$ cat config.mk
export PLATFORM = sky130hd
export DESIGN_NAME = vdpg_top
export DESIGN_NICKNAME = d
export VERILOG_FILES = /design/src/vdpg_pkg.sv /design/src/vdpg_top.sv
export VERILOG_INCLUDE_DIRS = /design/src
export SDC_FILE = /design/constraint.sdc
export NUM_CORES = 2
export LEC_CHECK = 0
export BUFFER_PORTS_ARGS = -buffer_cell sky130_fd_sc_hd__buf_2
export CELL_PAD_IN_SITES_DETAIL_PLACEMENT = 2
export CELL_PAD_IN_SITES_GLOBAL_PLACEMENT = 2
export CORE_ASPECT_RATIO = 1.1
export CORE_UTILIZATION = 43
export CTS_BUF_LIST = sky130_fd_sc_hd__clkbuf_8
export CTS_CLUSTER_SIZE = 10
export DETAILED_ROUTE_END_ITERATION = 7
export GPL_TIMING_DRIVEN = 0
export MAX_ROUTING_LAYER = met4
export PLACE_DENSITY_LB_ADDON = 0.2
export SETUP_SLACK_MARGIN = 0.1
export SLEW_MARGIN = 25
export SYNTH_ARGS = -nofsm -noshare
export SYNTH_HDL_FRONTEND = slang
export SYNTH_SLANG_ARGS = --single-unit
$ cat constraint.sdc
create_clock -name hclk -period 13.9 [get_ports hclk]
set_input_delay 4.17 -clock hclk [delete_from_list [all_inputs] [get_ports hclk]]
set_output_delay 4.17 -clock hclk [all_outputs]
set_load 0.05 [all_outputs]
$ cat src/vdpg_regs.svh
// Purpose: Register map and constants of the visibility dimming generator
// Assumes: AHB-Lite, 32-bit words, byte addresses
// Notes: Definitions only
`ifndef VDPG_REGS_SVH
`define VDPG_REGS_SVH
`define VDPG_OFS_CTRL 8'h00
`define VDPG_OFS_DIM 8'h04
`define VDPG_OFS_FLEN 8'h08
`define VDPG_OFS_COMP 8'h0c
`define VDPG_OFS_STAT 8'h10
`define VDPG_OFS_DATA 8'h14
`define VDPG_OFS_CSK 8'h18
`define VDPG_CTRL_EN 0
`define VDPG_CTRL_DATA 1
`define VDPG_CTRL_OOB 2
`define VDPG_CTRL_CSK 3
`define VDPG_DIM_MAX 10'h3e8
`define VDPG_STEP 10'h064
`define VDPG_DATA_LO 10'h064
`define VDPG_DATA_HI 10'h384
`define VDPG_PAT_W 4'ha
`define VDPG_FLEN_RST 16'h0064
`define VDPG_HTRANS_NSEQ 2'h2
`endif

$ cat src/vdpg_pkg.sv
// Purpose: Types shared by the visibility dimming generator
// Assumes: Nothing
// Notes: Gray codes along the usual path
package vdpg_pkg;
    typedef enum logic [2:0] {
        VDPG_IDLE = 3'h0,
        VDPG_LOWER = 3'h1,
        VDPG_UPPER = 3'h3,
        VDPG_COMP = 3'h2,
        VDPG_DATA = 3'h6
    } vdpg_state_e;
    typedef struct packed {
        logic [9:0] red;
        logic [9:0] green;
        logic [9:0] blue;
    } vdpg_csk_s;
    typedef struct packed {
        logic en;
        logic data_mode;
        logic oob;
        logic csk;
    } vdpg_ctrl_s;
endpackage

$ cat src/vdpg_top.sv
// Purpose: Visibility pattern dimming generator with AHB-Lite registers
// Assumes: Single clock, asynchronous active-low reset
// Notes: Precision 0.1%, 11 base patterns of 10 bits
//
// The AHB-Lite register port and the address map were left to the implementer.
`timescale 1ns/1ps
`include "vdpg_regs.svh"

module vdpg_fifo #(
    parameter int WIDTH = 32,
    parameter int DEPTH = 8
) (
    // Clock and reset
    input wire logic hclk,
    input wire logic hresetn,
    // Fill side
    input wire logic in_valid,
    output logic in_ready,
    input wire logic [WIDTH-1:0] in_data,
    // Drain side
    output logic out_valid,
    input wire logic out_ready,
    output logic [WIDTH-1:0] out_data,
    output logic [$clog2(DEPTH):0] level
);
    localparam int AW = $clog2(DEPTH);
    logic [WIDTH-1:0] mem [DEPTH];
    logic [AW-1:0] wr_reg;
    logic [AW-1:0] rd_reg;
    logic [AW:0] cnt_reg;
    logic push;
    logic pop;
    assign in_ready = (cnt_reg != (AW+1)'(DEPTH));
    assign out_valid = (cnt_reg != '0);
    assign push = in_valid && in_ready;
    assign pop = out_valid && out_ready;
    assign out_data = mem[rd_reg];
    assign level = cnt_reg;
    always_ff @(posedge hclk) begin
        if (push) begin
            mem[wr_reg] <= in_data;
        end
    end
    always_ff @(posedge hclk or negedge hresetn) begin
        if (!hresetn) begin
            wr_reg <= '0;
            rd_reg <= '0;
            cnt_reg <= '0;
        end else begin
            if (push) begin
                wr_reg <= AW'(wr_reg + 1'b1);
            end
            if (pop) begin
                rd_reg <= AW'(rd_reg + 1'b1);
            end
            cnt_reg <= (AW+1)'(cnt_reg + push - pop);
        end
    end
endmodule

module vdpg_top
    import vdpg_pkg::*;
#(
    parameter int DEPTH = 8
) (
    // AHB-Lite slave
    input wire logic hclk,
    input wire logic hresetn,
    input wire logic hsel,
    input wire logic [7:0] haddr,
    input wire logic [1:0] htrans,
    input wire logic hwrite,
    input wire logic [2:0] hsize,
    input wire logic [31:0] hwdata,
    input wire logic hready,
    output logic hreadyout,
    output logic hresp,
    output logic [31:0] hrdata,
    // Light source and link
    output logic ls_switch,
    output logic [9:0] bias_level,
    output logic frame_start,
    output logic disassoc_req,
    output vdpg_csk_s csk_power
);
    vdpg_ctrl_s ctrl_reg;
    vdpg_state_e state_reg;
    logic [9:0] dim_reg;
    logic [15:0] flen_reg;
    logic [7:0] comp_len_reg;
    logic comp_lvl_reg;
    vdpg_csk_s csk_w_reg;
    logic [7:0] a_addr_reg;
    logic a_wr_reg;
    logic a_act_reg;
    logic [3:0] lo_idx;
    logic [3:0] up_idx;
    logic [6:0] up_rep;
    logic [6:0] lo_rep;
    logic [3:0] lo_idx_reg;
    logic [3:0] up_idx_reg;
    logic [6:0] up_rep_reg;
    logic [6:0] lo_rep_reg;
    logic [9:0] pat_reg;
    logic [3:0] bit_reg;
    logic [6:0] rep_reg;
    logic [31:0] word_reg;
    logic [5:0] wbit_reg;
    logic [7:0] cbit_reg;
    logic [15:0] fcnt_reg;
    logic f_valid;
    logic f_ready;
    logic f_in_ready;
    logic [31:0] f_data;
    logic [$clog2(DEPTH):0] f_level;
    logic wr_data;
    logic bit_end;
    logic frame_end;
    logic flen_wr;

    // Base pattern table, none equal to an 8B10B code word
    function automatic logic [9:0] base_pat(input logic [3:0] idx);
        case (idx)
            4'ha: base_pat = 10'h3ff;
            4'h9: base_pat = 10'h3df;
            4'h8: base_pat = 10'h3de;
            4'h7: base_pat = 10'h3bc;
            4'h6: base_pat = 10'h33c;
            4'h5: base_pat = 10'h23c;
            4'h4: base_pat = 10'h03c;
            4'h3: base_pat = 10'h038;
            4'h2: base_pat = 10'h030;
            4'h1: base_pat = 10'h020;
            default: base_pat = 10'h000;
        endcase
    endfunction

    // Scale a weight by the dimming level
    function automatic logic [9:0] scale(input logic [9:0] w,
                                         input logic [9:0] d);
        logic [19:0] prod;
        prod = w * d;
        scale = 10'(prod / 20'(`VDPG_DIM_MAX));
    endfunction

    // Index and repeat split, level in 0.1% units
    always_comb begin
        lo_idx = 4'(dim_reg / `VDPG_STEP);
        up_rep = 7'(dim_reg - 10'(lo_idx) * `VDPG_STEP);
        up_idx = (up_rep == '0) ? lo_idx : 4'(lo_idx + 1'b1);
        lo_rep = 7'(`VDPG_STEP - 10'(up_rep));
    end

    // Bus address phase capture
    always_ff @(posedge hclk or negedge hresetn) begin
        if (!hresetn) begin
            a_act_reg <= 1'b0;
            a_wr_reg <= 1'b0;
            a_addr_reg <= 8'h00;
        end else if (hready) begin
            a_act_reg <= hsel && (htrans == `VDPG_HTRANS_NSEQ);
            a_wr_reg <= hwrite;
            a_addr_reg <= haddr;
        end
    end

    assign wr_data = a_act_reg && a_wr_reg && (a_addr_reg == `VDPG_OFS_DATA);
    assign hreadyout = !(wr_data && !f_in_ready);
    assign hresp = 1'b0;

    // Register writes
    always_ff @(posedge hclk or negedge hresetn) begin
        if (!hresetn) begin
            ctrl_reg <= '0;
            dim_reg <= 10'h000;
            flen_reg <= `VDPG_FLEN_RST;
            comp_len_reg <= 8'h00;
            comp_lvl_reg <= 1'b0;
            csk_w_reg <= '0;
        end else if (a_act_reg && a_wr_reg && hreadyout) begin
            case (a_addr_reg)
                `VDPG_OFS_CTRL: begin
                    ctrl_reg.en <= hwdata[`VDPG_CTRL_EN];
                    ctrl_reg.data_mode <= hwdata[`VDPG_CTRL_DATA];
                    ctrl_reg.oob <= hwdata[`VDPG_CTRL_OOB];
                    ctrl_reg.csk <= hwdata[`VDPG_CTRL_CSK];
                end
                `VDPG_OFS_DIM: begin
                    dim_reg <= (hwdata > 32'(`VDPG_DIM_MAX)) ?
                        `VDPG_DIM_MAX : hwdata[9:0];
                end
                `VDPG_OFS_FLEN: flen_reg <= hwdata[15:0];
                `VDPG_OFS_COMP: begin
                    comp_len_reg <= hwdata[7:0];
                    comp_lvl_reg <= hwdata[8];
                end
                `VDPG_OFS_CSK: csk_w_reg <= hwdata[29:0];
                default: begin
                end
            endcase
        end
    end

    // Register reads, data from the address phase
    always_ff @(posedge hclk or negedge hresetn) begin
        if (!hresetn) begin
            hrdata <= 32'h0000_0000;
        end else if (hready && hsel && !hwrite &&
                     htrans == `VDPG_HTRANS_NSEQ) begin
            case (haddr)
                `VDPG_OFS_CTRL: hrdata <= {28'h0, ctrl_reg.csk,
                    ctrl_reg.oob, ctrl_reg.data_mode, ctrl_reg.en};
                `VDPG_OFS_DIM: hrdata <= {22'h0, dim_reg};
                `VDPG_OFS_FLEN: hrdata <= {16'h0, flen_reg};
                `VDPG_OFS_COMP: hrdata <= {23'h0, comp_lvl_reg, comp_len_reg};
                `VDPG_OFS_STAT: hrdata <= {4'h0, 4'(f_level), up_rep_reg,
                    lo_rep_reg, up_idx_reg, lo_idx_reg, disassoc_req,
                    state_reg != VDPG_IDLE};
                `VDPG_OFS_CSK: hrdata <= {2'h0, csk_w_reg};
                default: hrdata <= 32'h0000_0000;
            endcase
        end
    end

    vdpg_fifo #(.WIDTH(32), .DEPTH(DEPTH)) u_fifo (
        .hclk(hclk),
        .hresetn(hresetn),
        .in_valid(wr_data),
        .in_ready(f_in_ready),
        .in_data(hwdata),
        .out_valid(f_valid),
        .out_ready(f_ready),
        .out_data(f_data),
        .level(f_level)
    );

    assign bit_end = (bit_reg == 4'(`VDPG_PAT_W - 1'b1));
    assign f_ready = (state_reg == VDPG_IDLE) && ctrl_reg.en &&
        ctrl_reg.data_mode && !ctrl_reg.oob;

    // Pattern and data sequencer
    always_ff @(posedge hclk or negedge hresetn) begin
        if (!hresetn) begin
            state_reg <= VDPG_IDLE;
            lo_idx_reg <= 4'h0;
            up_idx_reg <= 4'h0;
            lo_rep_reg <= 7'h00;
            up_rep_reg <= 7'h00;
            pat_reg <= 10'h000;
            bit_reg <= 4'h0;
            rep_reg <= 7'h00;
            word_reg <= 32'h0;
            wbit_reg <= 6'h00;
            cbit_reg <= 8'h00;
        end else begin
            case (state_reg)
                VDPG_IDLE: begin
                    bit_reg <= 4'h0;
                    rep_reg <= 7'h01;
                    if (f_valid && f_ready) begin
                        word_reg <= f_data;
                        wbit_reg <= 6'h00;
                        state_reg <= VDPG_DATA;
                    end else if (ctrl_reg.en && !ctrl_reg.oob) begin
                        lo_idx_reg <= lo_idx;
                        up_idx_reg <= up_idx;
                        lo_rep_reg <= lo_rep;
                        up_rep_reg <= up_rep;
                        pat_reg <= base_pat(lo_idx);
                        state_reg <= VDPG_LOWER;
                    end
                end
                VDPG_LOWER, VDPG_UPPER: begin
                    pat_reg <= {pat_reg[8:0], 1'b0};
                    bit_reg <= 4'(bit_reg + 1'b1);
                    if (bit_end) begin
                        bit_reg <= 4'h0;
                        rep_reg <= 7'(rep_reg + 1'b1);
                        if (state_reg == VDPG_LOWER && rep_reg != lo_rep_reg) begin
                            pat_reg <= base_pat(lo_idx_reg);
                        end else if (state_reg == VDPG_LOWER &&
                                     up_rep_reg != '0) begin
                            rep_reg <= 7'h01;
                            pat_reg <= base_pat(up_idx_reg);
                            state_reg <= VDPG_UPPER;
                        end else if (state_reg == VDPG_UPPER &&
                                     rep_reg != up_rep_reg) begin
                            pat_reg <= base_pat(up_idx_reg);
                        end else begin
                            cbit_reg <= 8'h00;
                            state_reg <= (comp_len_reg != '0) ?
                                VDPG_COMP : VDPG_IDLE;
                        end
                    end
                end
                VDPG_DATA: begin
                    word_reg <= {word_reg[30:0], 1'b0};
                    wbit_reg <= 6'(wbit_reg + 1'b1);
                    if (wbit_reg == 6'h1f) begin
                        cbit_reg <= 8'h00;
                        state_reg <= (comp_len_reg != '0) ?
                            VDPG_COMP : VDPG_IDLE;
                    end
                end
                VDPG_COMP: begin
                    cbit_reg <= 8'(cbit_reg + 1'b1);
                    if (cbit_reg == 8'(comp_len_reg - 1'b1)) begin
                        state_reg <= VDPG_IDLE;
                    end
                end
                default: state_reg <= VDPG_IDLE;
            endcase
        end
    end

    // Switching level, one bit per clock
    always_ff @(posedge hclk or negedge hresetn) begin
        if (!hresetn) begin
            ls_switch <= 1'b0;
        end else begin
            case (state_reg)
                VDPG_LOWER, VDPG_UPPER: ls_switch <= pat_reg[9];
                VDPG_DATA: ls_switch <= word_reg[31];
                VDPG_COMP: ls_switch <= comp_lvl_reg;
                default: ls_switch <= 1'b0;
            endcase
        end
    end

    // Frame fill counter for the dimming frame payload
    // New length restarts the frame so the count never passes a nonzero length
    assign flen_wr = a_act_reg && a_wr_reg && hreadyout &&
        (a_addr_reg == `VDPG_OFS_FLEN);
    assign frame_end = (fcnt_reg == 16'(flen_reg - 1'b1));
    always_ff @(posedge hclk or negedge hresetn) begin
        if (!hresetn) begin
            fcnt_reg <= 16'h0000;
            frame_start <= 1'b0;
        end else begin
            frame_start <= 1'b0;
            if (flen_wr) begin
                fcnt_reg <= 16'h0000;
            end else if (state_reg == VDPG_LOWER ||
                         state_reg == VDPG_UPPER) begin
                frame_start <= (fcnt_reg == 16'h0000);
                fcnt_reg <= frame_end ? 16'h0000 :
                    16'(fcnt_reg + 1'b1);
            end
        end
    end

    // Out-of-band bias, disassociation and colour power
    always_ff @(posedge hclk or negedge hresetn) begin
        if (!hresetn) begin
            bias_level <= 10'h000;
            disassoc_req <= 1'b0;
            csk_power <= '0;
        end else begin
            bias_level <= (ctrl_reg.en && ctrl_reg.oob) ?
                dim_reg : 10'h000;
            disassoc_req <= ctrl_reg.en && ctrl_reg.data_mode &&
                (dim_reg < `VDPG_DATA_LO || dim_reg > `VDPG_DATA_HI);
            if (ctrl_reg.en && ctrl_reg.csk) begin
                csk_power.red <= scale(csk_w_reg.red, dim_reg);
                csk_power.green <= scale(csk_w_reg.green, dim_reg);
                csk_power.blue <= scale(csk_w_reg.blue, dim_reg);
            end else begin
                csk_power <= '0;
            end
        end
    end

    // Checks
    a_lower_start: assert property (@(posedge hclk) disable iff (!hresetn)
        state_reg == VDPG_IDLE ##1 state_reg == VDPG_LOWER
        |-> pat_reg == base_pat(lo_idx_reg))
        else $error("lower pattern not loaded");
    a_rep_sum: assert property (@(posedge hclk) disable iff (!hresetn)
        7'(lo_rep + up_rep) == 7'(`VDPG_STEP))
        else $error("repeat counts do not total 100");
    a_idx_adjacent: assert property (@(posedge hclk) disable iff (!hresetn)
        up_idx == lo_idx || up_idx == 4'(lo_idx + 1'b1))
        else $error("indices not neighbours");
    a_exact_step: assert property (@(posedge hclk) disable iff (!hresetn)
        state_reg == VDPG_LOWER && up_rep_reg == '0
        |-> ##1 state_reg != VDPG_UPPER)
        else $error("upper pattern sent on exact step");
    a_bit_order: assert property (@(posedge hclk) disable iff (!hresetn)
        state_reg inside {VDPG_LOWER, VDPG_UPPER}
        |=> ls_switch == $past(pat_reg[9]))
        else $error("pattern bit order wrong");
    a_dim_clamp: assert property (@(posedge hclk) disable iff (!hresetn)
        dim_reg <= `VDPG_DIM_MAX)
        else $error("dimming level out of range");
    a_comp_level: assert property (@(posedge hclk) disable iff (!hresetn)
        state_reg == VDPG_COMP |=> ls_switch == $past(comp_lvl_reg))
        else $error("compensation level wrong");
    a_frame_wrap: assert property (@(posedge hclk) disable iff (!hresetn)
        fcnt_reg < flen_reg || flen_reg == '0)
        else $error("frame counter beyond length");
    a_bias_oob: assert property (@(posedge hclk) disable iff (!hresetn)
        ctrl_reg.en && ctrl_reg.oob ##1 ctrl_reg.en && ctrl_reg.oob
        |-> bias_level == $past(dim_reg))
        else $error("bias level not tracking");
    c_upper_run: cover property (@(posedge hclk) disable iff (!hresetn)
        state_reg == VDPG_LOWER ##1 state_reg == VDPG_UPPER);
    c_data_comp: cover property (@(posedge hclk) disable iff (!hresetn)
        state_reg == VDPG_DATA ##1 state_reg == VDPG_COMP);
    c_fifo_full: cover property (@(posedge hclk) disable iff (!hresetn)
        !hreadyout);
endmodule

==> impl_metrics.env <==
export IMPL_largest_reg_flops=256
export IMPL_drt_total_wl_um=191000
export IMPL_arrival_ns=14.88
export IMPL_viasPerCell=6.67
export IMPL_avgSynthCellArea_um2=10.1
export IMPL_yosysSeqAreaShare_pct=34.4
export IMPL_final_cell_mix="nand2_1 (377), inv_1 (276), dfrtp_1 (264)"
export IMPL_clock_latency_ns=0.82
export IMPL_cap_violations=0
export IMPL_ant_nets=0
export IMPL_start_util_pct=43.6
export IMPL_yosysWarningCount=0
export IMPL_postCtsHoldBufs=0
export IMPL_clk_path_buf_depth=3
export IMPL_crit_top_cell="fa_1"
export IMPL_grt_pass1_vias=42100
export IMPL_critPathMaxFanout=10
export IMPL_syn_area_um2=41900
export IMPL_skew_ns=0.0691
export IMPL_fin_tns_setup_ns=-0.287
export IMPL_hold_viol=0
export IMPL_synth_cell_type_count=144
export IMPL_die_h_um=330
export IMPL_dieArea_um2=98800
export IMPL_fin_nets=4857
export IMPL_htree_num_levels=3
export IMPL_worst_slew_pin_slew_ns=1.13
export IMPL_cpPeakStageDelay_ns=0.85
export IMPL_root_buffer="clkbuf_8"
export IMPL_cp_end_kind="register"
export IMPL_synthCells=4168
export IMPL_violations="setup timing"
export IMPL_clk_pin_slew_ns=0.08
export IMPL_max_freq_mhz=70.5
export IMPL_hpwl_um=122000
export IMPL_grt_use_total_pct=38.9
export IMPL_outcome="complete, but fails checks"
export IMPL_drcViolationCount=0
export IMPL_cts_sinks=525
export IMPL_drv_slew=0
export IMPL_cp_start_kind="register"
export IMPL_antenna_found_initial=14
export IMPL_drt_pass1_iterations=8
export IMPL_critPathKind="register to register"
export IMPL_area_growth_pct=13.1
export IMPL_r2r_start="dim_reg[7]"
export IMPL_first_iter_violations=3636
export IMPL_min_period_over_period_pct=102
export IMPL_grt_pass1_wl_um=280000
export IMPL_synth_edff_count=256
export IMPL_synth_flop_cell="dfrtp_1"
export IMPL_final_common_cell="nand2_1"
export IMPL_wire_per_inst_um=33.0
export IMPL_setup_worst_path_start="dim_reg[7]"
export IMPL_required_ns=14.59
export IMPL_ys_ff_latch=525
export IMPL_place_gp_congestion=0.910
export IMPL_hold_path_startpoint="pat_reg[3]"
export IMPL_cts_made_buffers=92
export IMPL_num_vias=38600
export IMPL_slew_headroom_pct=23.8
export IMPL_min_period_ns=14.19
export IMPL_row_count=119
export IMPL_overflow=0
export IMPL_layout_setup_ws_ns=-0.287
export IMPL_cts_tree="yes"
export IMPL_setup_viol=1
export IMPL_drive_gt1_share_pct=17.7
export IMPL_worst_path_max_delay_cell="fa_1"
export IMPL_portBuffers=119
export IMPL_core_area_um2=96200
export IMPL_ios=127
export IMPL_grt_setup_unrepaired="yes"
export IMPL_min_path_type="register to register"
export IMPL_die_w_um=300
export IMPL_grt_start_max_net_pins=74
export IMPL_n_fill_cell=9899
export IMPL_synthArstFlopShare_pct=51.2
## Yosys cell counts (42+ instances only)
cell type,number,share of area [%]
dfrtp_1,266,16
ha_1,199,5.9
a21o_1,42,0.75
a22oi_1,50,0.90
xnor2_1,114,2.4
nor2_1,232,2.1
a31oi_1,42,0.63
xor2_1,58,1.2
mux4_2,64,3.4
and2_1,227,3.4
mux2i_1,68,1.6
nor3_1,91,1.1
nand2_1,382,3.4
o21ai_0,228,2.7
and3_1,50,0.75
clkbuf_1,164,1.5
nand3_1,101,1.2
mux2_2,81,2.2
inv_1,256,2.3
edfxtp_1,256,18
fa_1,188,9.0
a21oi_1,163,1.9
## layer usage
metal,share of wire (%),GRT usage (%)
met1,36,41.7
met2,49,65.0
met3,7.4,8.11
met4,7.7,26.2
met5,0,-
## area by class of cell
cell class,count,area [µm²],share of cell area (%)
inverters,257,965,2.03
flip-flops and latches,525,14400,30.4
repair buffers,157,1080,2.27
plain buffers,212,990,2.09
multi-input cells,3175,26300,55.5
clock inverters,55,379,0.800
diodes,18,45.0,0.0950
clock buffers,117,1610,3.40
well taps,1270,1590,3.35
## timing repair
action,CTS,global route
cloned,0,0
resized for setup,54,130
setup endpoints to repair,5,5
pin swaps,3,14
setup buffers,4,15
## critical path, delay by kind of cell, from the launching register on
kind            cells  cell delay (ns)
fa+ha+maj           6             3.50
simple gates       14             4.02
buf+inv            11             2.29
compound gates     15             3.59
mux                 1             0.15
flops               1             0.53
## worst paths after layout
| check | to | slack, ns | depth (start not counted) |
|---|---|---|---|
| max | csk_power[10] | -0.29 | 47 |
| min | pat_reg[3] | 0.50 | 1 |
| max reg2reg | csk_power[10] | -0.29 | 47 |
| min reg2reg | pat_reg[3] | 0.50 | 1 |
| max in group asynchronous | csk_power[20] | 9.34 | 3 |
| min in group asynchronous | hrdata[15] | 3.30 | 1 |
## cells by family after synthesis
kind of cell               Yosys count  share of synthesized area, %
adders and majority gates          395                          15.1
AOI/OAI and AO/OA                 1044                          18.6
muxes                              215                          7.30
other                                1                       0.00894
xor gates and xnor gates           181                          3.94
and+or+nand+nor                   1337                          16.2
buffers and inverters              470                          4.48
DFF                                525                          34.4
## through the flow
| stage | hold WS (ns) | util [%] | setup WS, ns | area (µm²) | cells |
|---|---|---|---|---|---|
| after detailed placement | 0.487 | 46.3 | -0.574 | 44600 | 5578 |
| after global routing | 0.540 | 49.3 | -0.454 | 47400 | 5782 |
| after CTS | 0.499 | 48.6 | 0.0944 | 46700 | 5753 |
| final | 0.497 | 49.3 | -0.287 | 47400 | 5786 |
| after floorplan | 0.450 | - | 2.23 | 41900 | 4170 |
| after global placement | 0.464 | 45.9 | -0.106 | 44100 | 5559 |
Power is left out: the tool's default activity adds up to more than one toggle a clock period on the data nets, which glitch-free logic cannot reach.
